### src/shared/clk_startup_pkg.sv
// Purpose: Constants and types for the clock source and start-up selector.
// Assumes: Fuse levels come from a fuse latch on core_clk; register port is plain strobe style.
// Notes: Start-up counts are in cycles of the newly started source, reset delays in watchdog ticks.
package clk_startup_pkg;

	localparam int ADDR_W = 4;
	localparam logic [ADDR_W-1:0] REG_TRIM = 4'h0;
	localparam logic [ADDR_W-1:0] REG_STATUS = 4'h1;

	localparam logic [3:0] SEL_EXT_CLK = 4'h0;
	localparam logic [3:0] SEL_INT_LO = 4'h1;
	localparam logic [3:0] SEL_INT_HI = 4'h4;
	localparam logic [3:0] SEL_RC_LO = 4'h5;
	localparam logic [3:0] SEL_RC_HI = 4'h8;
	localparam logic [3:0] SEL_DEFAULT = 4'h1;
	localparam logic [1:0] STUP_DEFAULT = 2'h2;
	localparam logic [1:0] STUP_RESERVED = 2'h3;

	localparam logic [16:0] START_RC_LONG = 17'h0_0012;
	localparam logic [16:0] START_SHORT = 17'h0_0006;
	localparam logic [16:0] IRQ_HALT_CYC = 17'h0_0004;
	localparam logic [16:0] RST_NONE_CYC = 17'h0_0000;
	localparam logic [16:0] RST_SHORT_CYC = 17'h0_1000;
	localparam int RST_LONG_CYC_DEF = 32'h0001_0000;

	localparam logic [7:0] RESET_CAL_ADDR = 8'h00;

	typedef enum logic [1:0] {
		SRC_EXT_CLK,
		SRC_INT_RC,
		SRC_EXT_RC,
		SRC_UNSUPPORTED
	} src_t;

	typedef enum logic [2:0] {
		PH_START,
		PH_RSTDLY,
		PH_HALT,
		PH_RUN,
		PH_SLEEP
	} phase_t;

endpackage

### src/verilog/clock_source_startup_select.sv
// Purpose: Decode clock source fuses, time start-up and reset delay, hold the oscillator trim.
// Assumes: src_clk_in and wdt_osc_in are asynchronous and are sampled through two flops.
// Notes: Source and range are latched from the fuses at reset; later fuse changes wait for reset.
`timescale 1ns/1ps

module clock_source_startup_select #(
	parameter int RST_LONG_CYC = clk_startup_pkg::RST_LONG_CYC_DEF
) (
	// Clock and reset
	input wire logic core_clk,
	input wire logic reset,
	// Fuses and straps
	input wire logic [3:0] clock_source_select_fuses,
	input wire logic [1:0] startup_time_fuses,
	input wire logic fuses_blank,
	input wire logic oscillator_option_fuse,
	input wire logic legacy_compat_mode,
	input wire logic [7:0] cal_byte_1mhz,
	// Oscillators
	input wire logic src_clk_in,
	input wire logic wdt_osc_in,
	// Sleep control from the core
	input wire logic sleep_req,
	input wire logic wake_req,
	input wire logic wake_by_irq,
	// Register port
	input wire logic [clk_startup_pkg::ADDR_W-1:0] reg_addr,
	input wire logic [7:0] reg_wdata,
	input wire logic reg_wr,
	input wire logic reg_rd,
	output logic [7:0] reg_rdata,
	// Clock control outputs
	output logic core_clk_en,
	output clk_startup_pkg::src_t clk_src,
	output logic [1:0] freq_range,
	output logic [7:0] trim_value,
	output logic [7:0] cal_addr,
	output logic config_err
);
	import clk_startup_pkg::*;

	typedef struct packed {
		phase_t st;
		logic [16:0] cnt;
		logic from_rst;
		logic irq_wake;
		logic [7:0] trim;
		logic [7:0] rdata;
		logic clk_en;
		src_t src;
		logic [1:0] rng;
		logic [1:0] stup;
		logic [7:0] cal_a;
		logic cfg_err;
		logic [2:0] src_sy;
		logic [2:0] wdt_sy;
	} state_t;

	state_t s_r, s_nxt;
	logic src_edge, wdt_edge;
	logic [16:0] start_tgt, rst_tgt, cnt_inc;
	logic [3:0] sel_eff;
	logic [1:0] stup_eff;
	logic trim_hit;

	// Edges are taken between the second and third flops only
	assign src_edge = s_r.src_sy[1] & ~s_r.src_sy[2];
	assign wdt_edge = s_r.wdt_sy[1] & ~s_r.wdt_sy[2];
	assign cnt_inc = s_r.cnt + 17'h0_0001;
	assign sel_eff = fuses_blank ? SEL_DEFAULT : clock_source_select_fuses;
	assign stup_eff = fuses_blank ? STUP_DEFAULT : startup_time_fuses;
	assign trim_hit = (reg_addr == REG_TRIM) && !legacy_compat_mode;

	// Start-up and reset-delay targets from the latched selection
	always_comb begin
		start_tgt = START_SHORT;
		if (s_r.src == SRC_EXT_RC) begin
			start_tgt = (s_r.stup == STUP_RESERVED) ? START_SHORT : START_RC_LONG;
		end
		unique case (s_r.stup)
			2'h0: rst_tgt = RST_NONE_CYC;
			2'h1: rst_tgt = RST_SHORT_CYC;
			2'h2: rst_tgt = 17'(RST_LONG_CYC);
			// Reserved code on internal RC or external clock falls back to the RST_LONG_CYC delay
			2'h3: rst_tgt = (s_r.src == SRC_EXT_RC) ? RST_SHORT_CYC : 17'(RST_LONG_CYC);
		endcase
	end

	always_comb begin
		s_nxt = s_r;
		s_nxt.src_sy = {s_r.src_sy[1:0], src_clk_in};
		s_nxt.wdt_sy = {s_r.wdt_sy[1:0], wdt_osc_in};
		s_nxt.cal_a = RESET_CAL_ADDR;
		s_nxt.rdata = 8'h00;
		if (reg_rd) begin
			if (trim_hit) begin
				s_nxt.rdata = s_r.trim;
			end else if (reg_addr == REG_STATUS) begin
				s_nxt.rdata = {s_r.cfg_err, s_r.st == PH_RUN, s_r.rng, s_r.stup, s_r.src};
			end
		end
		if (reg_wr && trim_hit) begin
			s_nxt.trim = reg_wdata;
		end
		unique case (s_r.st)
			PH_START: begin
				if (src_edge) begin
					s_nxt.cnt = cnt_inc;
					if (cnt_inc >= start_tgt) begin
						s_nxt.cnt = 17'h0_0000;
						if (s_r.from_rst) begin
							s_nxt.st = (rst_tgt == RST_NONE_CYC) ? PH_RUN : PH_RSTDLY;
						end else begin
							s_nxt.st = s_r.irq_wake ? PH_HALT : PH_RUN;
						end
					end
				end
			end
			PH_RSTDLY: begin
				// Reset time-out counts watchdog oscillator ticks, not the core source
				if (wdt_edge) begin
					s_nxt.cnt = cnt_inc;
					if (cnt_inc >= rst_tgt) begin
						s_nxt.cnt = 17'h0_0000;
						s_nxt.st = PH_RUN;
					end
				end
			end
			PH_HALT: begin
				if (src_edge) begin
					s_nxt.cnt = cnt_inc;
					if (cnt_inc >= IRQ_HALT_CYC) begin
						s_nxt.cnt = 17'h0_0000;
						s_nxt.st = PH_RUN;
					end
				end
			end
			PH_RUN: begin
				if (sleep_req) begin
					s_nxt.st = PH_SLEEP;
				end
			end
			PH_SLEEP: begin
				if (wake_req) begin
					s_nxt.st = PH_START;
					s_nxt.from_rst = 1'b0;
					s_nxt.irq_wake = wake_by_irq;
					s_nxt.cnt = 17'h0_0000;
				end
			end
			default: begin
				s_nxt.st = PH_START;
			end
		endcase
		s_nxt.clk_en = (s_nxt.st == PH_RUN);
		if (reset) begin
			s_nxt.st = PH_START;
			s_nxt.cnt = 17'h0_0000;
			s_nxt.from_rst = 1'b1;
			s_nxt.irq_wake = 1'b0;
			s_nxt.clk_en = 1'b0;
			s_nxt.rdata = 8'h00;
			s_nxt.trim = cal_byte_1mhz;
			s_nxt.stup = stup_eff;
			s_nxt.cfg_err = 1'b0;
			s_nxt.src_sy = 3'h0;
			s_nxt.wdt_sy = 3'h0;
			if (sel_eff == SEL_EXT_CLK) begin
				s_nxt.src = SRC_EXT_CLK;
				s_nxt.rng = 2'h0;
				s_nxt.cfg_err = (stup_eff == STUP_RESERVED);
			end else if (sel_eff <= SEL_INT_HI) begin
				s_nxt.src = SRC_INT_RC;
				s_nxt.rng = 2'(sel_eff - SEL_INT_LO);
				// Option fuse should be left clear with the internal RC
				s_nxt.cfg_err = (stup_eff == STUP_RESERVED) || oscillator_option_fuse;
			end else if (sel_eff <= SEL_RC_HI) begin
				s_nxt.src = SRC_EXT_RC;
				s_nxt.rng = 2'(sel_eff - SEL_RC_LO);
			end else begin
				// Crystal modes are not handled here; report as unsupported, time start-up as external clock and flag it
				s_nxt.src = SRC_UNSUPPORTED;
				s_nxt.rng = 2'h0;
				s_nxt.cfg_err = 1'b1;
			end
		end
	end

	always_ff @(posedge core_clk) begin
		s_r <= s_nxt;
	end

	assign reg_rdata = s_r.rdata;
	assign core_clk_en = s_r.clk_en;
	assign clk_src = s_r.src;
	assign freq_range = s_r.rng;
	assign trim_value = s_r.trim;
	assign cal_addr = s_r.cal_a;
	assign config_err = s_r.cfg_err;
endmodule // clock_source_startup_select

### config.mk
export PLATFORM = sky130hd
export DESIGN_NAME = clock_source_startup_select
export DESIGN_NICKNAME = d
export VERILOG_FILES = /design/src/shared/clk_startup_pkg.sv /design/src/verilog/clock_source_startup_select.sv
export SDC_FILE = /design/constraint.sdc
export NUM_CORES = 1
export LEC_CHECK = 0
export BUFFER_PORTS_ARGS = -buffer_cell sky130_fd_sc_hd__buf_2
export CAP_MARGIN = 10
export CORE_MARGIN = 2
export CORE_UTILIZATION = 31
export CTS_BUF_LIST = sky130_fd_sc_hd__clkbuf_4
export CTS_CLUSTER_DIAMETER = 50
export DETAILED_ROUTE_END_ITERATION = 8
export PLACE_DENSITY = 0.59
export SETUP_SLACK_MARGIN = 0.3
export SKIP_LAST_GASP = 1
export SLEW_MARGIN = 20
export SYNTH_ARGS = -nofsm -noshare
export SYNTH_HDL_FRONTEND = slang
export SYNTH_SLANG_ARGS = --single-unit
### constraint.sdc
create_clock -name core_clk -period 3.4 [get_ports core_clk]
set_clock_uncertainty 0.1 [all_clocks]
set_input_delay 0.85 -clock core_clk [delete_from_list [all_inputs] [get_ports core_clk]]
set_output_delay 0.85 -clock core_clk [all_outputs]
set_load 0.02 [all_outputs]
==> results of run 1 <==
[cells by family (layout without fill, tap and decap cells)]
group,count (synthesis),after routing,share of synthesized area
and+or+nand+nor,160,160,0.259
AOI/OAI and AO/OA,71,71,0.148
adders and majority gates,7,7,0.0266
xor gates and xnor gates,8,8,0.0212
DFF,52,52,0.361
other,1,9,0.00114
buffers and inverters,59,95,0.143
muxes,12,12,0.0398
[where the power goes]
| part | leakage, uW | internal (uW) | switching, uW | total [uW] |
|---|---|---|---|---|
| combinational | 0.00101 | 61.2 | 90.7 | 152 |
| sequential | 0.000454 | 659 | 13.0 | 672 |
| clock | 0.0000319 | 90.7 | 207 | 298 |
| total | 0.00150 | 811 | 311 | 1120 |
[final cells by class]
cell class                 instances  share of cell area
antenna                            1            0.000674
clock buffer                       6              0.0121
clock inverter                     2             0.00438
inverter                           8             0.00809
multi-input combinational        266               0.464
sequential                        52               0.328
tap                              136              0.0459
timing repair buffer              79               0.137
[cell usage after synthesis, types with 2 or more instances]
library cell / count
xor2_1: 3
clkbuf_1: 8
clkbuf_8: 8
o21a_1: 2
and2_1: 2
nand3_2: 2
nand3_1: 21
nor3_1: 9
nor4_1: 5
and2b_2: 3
a31oi_1: 12
ha_1: 7
a21oi_1: 19
nand2_1: 38
inv_1: 8
or3_1: 3
or2_2: 3
nand3b_1: 3
dfxtp_1: 37
buf_6: 4
nor2_1: 37
nor2b_1: 9
nand4_1: 6
nor3b_1: 2
buf_4: 30
mux2i_1: 3
o21ai_0: 12
a21o_1: 2
xnor2_1: 5
a22oi_1: 11
mux2_2: 9
edfxtp_1: 15
nand2b_1: 5
[placed cells by master, fill, tap and decap left out, types with 3 or more instances in the layout]
| master | count |
|---|---|
| inv_1 | 8 |
| mux2_2 | 9 |
| mux2i_1 | 3 |
| or3_1 | 3 |
| buf_4 | 13 |
| edfxtp_1 | 15 |
| nor3_1 | 9 |
| dfxtp_4 | 3 |
| nor4_1 | 4 |
| a31oi_1 | 12 |
| a21oi_1 | 19 |
| xor2_1 | 3 |
| nand3_1 | 20 |
| nand3b_1 | 3 |
| nand2_1 | 38 |
| nor2b_1 | 9 |
| o21ai_0 | 12 |
| clkbuf_4 | 6 |
| dfxtp_2 | 12 |
| conb_1 | 8 |
| and2b_2 | 3 |
| xnor2_1 | 4 |
| ha_1 | 6 |
| buf_2 | 59 |
| nand4_1 | 6 |
| nor2_1 | 37 |
| nand2b_1 | 5 |
| or2_2 | 3 |
| buf_6 | 4 |
| dfxtp_1 | 22 |
| a22oi_1 | 11 |
[metal layers]
metal,share of wire,up-vias
met3,0.034,10
met2,0.50,68
met5,0,-
li1,-,1362
met1,0.45,1323
met4,0.018,0
[timing repair]
| action | CTS | global route |
|---|---|---|
| pin swaps | 0 | 10 |
| setup endpoints to repair | 18 | 20 |
| cloned | 0 | 3 |
| buffers inserted | 0 | 5 |
| resized for setup | 4 | 29 |
| hold buffers | 0 | 0 |
[how the worst max path moves through the flow]
stage	cells after the start	endpoint	slack, ns	startpoint
final	12	s_r[56]$_SDFFE_PP0P_	0.41	s_r[40]$_SDFFE_PP0P_
after global routing	12	s_r[55]$_SDFFE_PP0P_	0.30	s_r[46]$_SDFFE_PP0P_
after CTS	11	core_clk_en$_SDFF_PP0_	0.29	s_r[40]$_SDFFE_PP0P_
after global placement	11	core_clk_en$_SDFF_PP0_	0.29	s_r[40]$_SDFFE_PP0P_
after detailed placement	11	core_clk_en$_SDFF_PP0_	0.23	s_r[40]$_SDFFE_PP0P_
after floorplan	14	s_r[47]$_SDFFE_PP0P_	0.34	s_r[40]$_SDFFE_PP0P_
[sequential cells by signal (all words and copies together), names as in the netlist]
| signal | cells |
|---|---|
| config_err | 1 |
| clk_src | 2 |
| reg_rdata | 8 |
| core_clk_en | 1 |
| s_r | 30 |
| freq_range | 2 |
| trim_value | 8 |
[through the flow]
step,instance area [um^2],cells,total power [uW],hold slack (ns)
after floorplan,3330,377,803,0.314
after global placement,3450,533,831,0.318
after detailed placement,3450,533,833,0.325
after CTS,3520,541,1130,0.359
after global routing,3710,550,1170,0.375
final,3710,550,1120,0.354
==> results.cfg, run 1 <==
[die]
core_area_um2 = 10300
num_io_pins = 68
die_w_um = 107
start_util = 0.319
die_area_um2 = 11500
rows = 37
die_h_um = 107

[synth]
ys_types = 60
yosysWarnings = 0
synth_edf_count = 15
async_flop_share = 0
synth.area.top_cells = dfxtp_1, edfxtp_1, buf_4, nand2_1, nor2_1
synth-seq-cells = 52
synth_ff_type = dfxtp_1
syn_area_um2 = 3300
ys_seq_area_frac = 0.361
synth.top_cell.area_share = 0.225
avgSynthCellArea_um2 = 8.91
synth_cells = 370
yosysTopAreaCell = dfxtp_1

[place]
dp_slack_ns = 0.228
portBuffers = 59
dp_hpwl_um = 5340
place_congestion = 0.830

[timing]
rsz0062_at_grt = false
max_freq_ghz = 0.334
tightest_slew_ns = 0.584
slew_viol_final = 0
timing.setup.tns_ns = 0
period_minus_slack_ns = 2.99
fin_ws_ns = 0.410
post-route-period-util = 0.879
relSlewSlack = 0.610
finalHoldViolations = 0
setup-violations-final = 0

[global_routing]
grt_pass1_wl_um = 11700
grt_pass1_vias = 2513
grt.busiest_layer = met2
grtUsageMet1 = 0.164
grt_usage = 0.126
grt_antenna_before_repair = 1
grt.overflow.total = 0
met2_usage = 0.210
grt_max_degree = 30
grt_util_met3 = 0.0195

[route]
wl_um = 7620
drc_errors = 0
first_iter_violations = 253
via_count = 2763
ant_nets = 0
viasPerCell = 5.02
dr.pass1.iters = 5
wl_per_cell_um = 13.9

[hold_path]
worstHoldPathCells = 1
worstHoldEndpoint = s_r[1]$_SDFF_PP0_
min-delay-start = s_r[0]$_SDFF_PP0_
worst_hold_path_type = reg2reg

[setup_path]
critPathRequiredTime_ns = 3.62
cp_max_fo = 8
worstSetupStartpointType = flip-flop
crit_chain = ha_4 > buf_4 > xor2_1 > ha_1 > and2b_2 > o31a_1 > a311oi_2 > a21oi_2 > o22ai_4 > clkbuf_16 > o21ai_0 > a21oi_1
crit_buf_inv = 2
crit_type = reg2reg
r2r_slack_ns = 0.41
timing.rr.end = s_r[56]$_SDFFE_PP0P_
cp.arrival_ns = 3.21
timing.rr.start = s_r[40]$_SDFFE_PP0P_
slowest_delay_ns = 0.41
end_kind = flip-flop
reg2regPathDepth = 12
critPathSlowestCell = dfxtp_4
critical-path-top-delay-family = compound AO/OA/AOI/OAI gates

[power]
leakagePower_uw = 0.00150
powerDensity_nw_per_um2 = 302
irDropWorstVdd_mv = 0.187

[clock_tree]
numClockSinks = 52
ctsHtreeMaxLevel = 2
cts_tree = done
clock_path_buffers = 2
cts_buffers = 5
path_clk_slew_ns = 0.17
clock_tree.root_cell = clkbuf_4
clk-insertion-delay-late_ns = 0.39

[cells_and_area]
drive_gt1_frac = 0.341
regArea_um2 = 1220
final_util = 0.359
fin_nets = 457
multiInputGateArea_um2 = 1720
fillers = 1056
syn2layout_area_growth_pct = 12.5

[status]
status = finished, final reports clean

[job]
maxCapViolCount = 0
(Power assumes the default switching activity.)
==> inputs of run 2 (changes only) <==
Settings changed: PLACE_DENSITY 0.59 to not set.
==> run 2 against run 1 <==
  * Combinational power about the same
  * Final cell count down 0.18%
  * Sequential power about the same
  * Setup slack worse by 0.028 ns
  * Fmax down 0.91%
  * Count of clock-buffer cells in the layout unchanged
  * Non-clock buffer count down 1
  * Die area unchanged
  * Critical endpoint is now s_r[43]$_SDFFE_PP0P_
  * Highest routed layer unchanged
==> results.cfg, run 2 (synthesis results as in run 1) <==
[cells_and_area]
syn2layout_area_growth_pct = 12.0
fin_nets = 456
mostFrequentLayoutCells = buf_2, nand2_1, nor2_1
layout_commonest_cell = buf_2
top_register = s_r
drive_gt1_frac = 0.335
largest_reg_flops = 30

[setup_path]
critPathSlowestCell = or4_4
critical-path-top-delay-family = simple AND/OR/NAND/NOR gates
crit_buf_inv = 1
cp.arrival_ns = 3.23
worstSetupStartpointType = flip-flop
crit_chain = and4_4 > nand3_4 > or4_4 > nand2b_1 > ha_1 > nand4_1 > nor2_1 > a211o_2 > o22ai_4 > clkbuf_16 > nand3_1 > a31oi_1
slowest_delay_ns = 0.52
critPathRequiredTime_ns = 3.62
crit_type = reg2reg
end_kind = flip-flop
cp_max_fo = 6

[route]
first_iter_violations = 201
viasPerCell = 4.95
via_count = 2715
wl_per_cell_um = 13.6
ant_nets = 0
dr.pass1.iters = 4
wl_um = 7470
drc_errors = 0

[global_routing]
grt_usage = 0.121
grt_max_degree = 30
grt_antenna_before_repair = 1
grt_pass1_wl_um = 11300
grt_pass1_vias = 2434
grt.overflow.total = 0

[job]
maxCapViolCount = 0

[die]
die_area_um2 = 11500
die_h_um = 107
core_area_um2 = 10300
num_io_pins = 68
start_util = 0.319
die_w_um = 107
rows = 37

[timing]
slew_viol_final = 0
finalHoldViolations = 0
timing.setup.tns_ns = 0
period_minus_slack_ns = 3.02
post-route-period-util = 0.888
max_freq_ghz = 0.331
relSlewSlack = 0.617
tightest_slew_ns = 0.573
holdWs_ns = 0.357
setup-violations-final = 0
rsz0062_at_grt = false

[clock_tree]
cts_buffers = 5
clock_path_buffers = 2
path_clk_slew_ns = 0.16
numClockSinks = 52
clock_tree.root_cell = clkbuf_4
ctsHtreeMaxLevel = 2
clk-insertion-delay-late_ns = 0.37
cts_tree = done

[hold_path]
worst_hold_path_type = reg2reg

[place]
dp_hpwl_um = 5210
place_congestion = 0.820
portBuffers = 59

[status]
status = finished, final reports clean

[power]
leakagePower_uw = 0.00150
irDropWorstVdd_mv = 0.214
powerDensity_nw_per_um2 = 303
run 2: metrics by stage:
step                power, uW  area (um^2)  setup WS (ns)  utilization  instances
detailed placement        833         3450          0.214        0.334        533
global route             1170         3690          0.247        0.358        549
global placement          831         3450          0.264        0.334        533
floorplan                 803         3330          0.344            -        377
finish                   1120         3690          0.382        0.358        549
CTS                      1120         3530          0.319        0.342        541
run 2: final timing paths:
kind                                      startpoint                   end  slack (ns)  cells past startpoint
worst min-delay path               s_r[0]$_SDFF_PP0_     s_r[1]$_SDFF_PP0_        0.36                      1
worst max register to register  s_r[46]$_SDFFE_PP0P_  s_r[43]$_SDFFE_PP0P_        0.38                     12
worst min register to register     s_r[0]$_SDFF_PP0_     s_r[1]$_SDFF_PP0_        0.36                      1
worst max-delay path            s_r[46]$_SDFFE_PP0P_  s_r[43]$_SDFFE_PP0P_        0.38                     12
run 2: what timing repair did:
action                                 in CTS  in global routing
setup endpoints to repair                  18                 20
pin swaps                                   0                 13
resized for setup                           6                 24
hold buffers                                0                  0
endpoints found under the hold margin       0                  0
setup buffers                               0                  4
gates cloned                                0                  3
run 2: cell type report:
class                           count  area (um^2)
Antenna cell                        1         2.50
Timing Repair Buffer               78          489
Sequential cell                    52         1220
Clock buffer                        6         45.0
Clock inverter                      2         16.3
Multi-Input combinational cell    266         1720
Fill cell                        1045         6630
Tap cell                          136          170
Inverter                            8         30.0
run 2: report_power, final:
group          switching [uW]  internal (uW)
registers                12.2            658
clock network             204           90.8
logic                    91.1           61.2
total                     307            811
run 2: per-layer routing:
metal	vias up	GRT usage	wire [um]
met5	-	0	0
met4	0	0.0492	121
met3	9	0.0213	294
met2	63	0.199	3660
met1	1277	0.157	3400
li1	1366	-	-
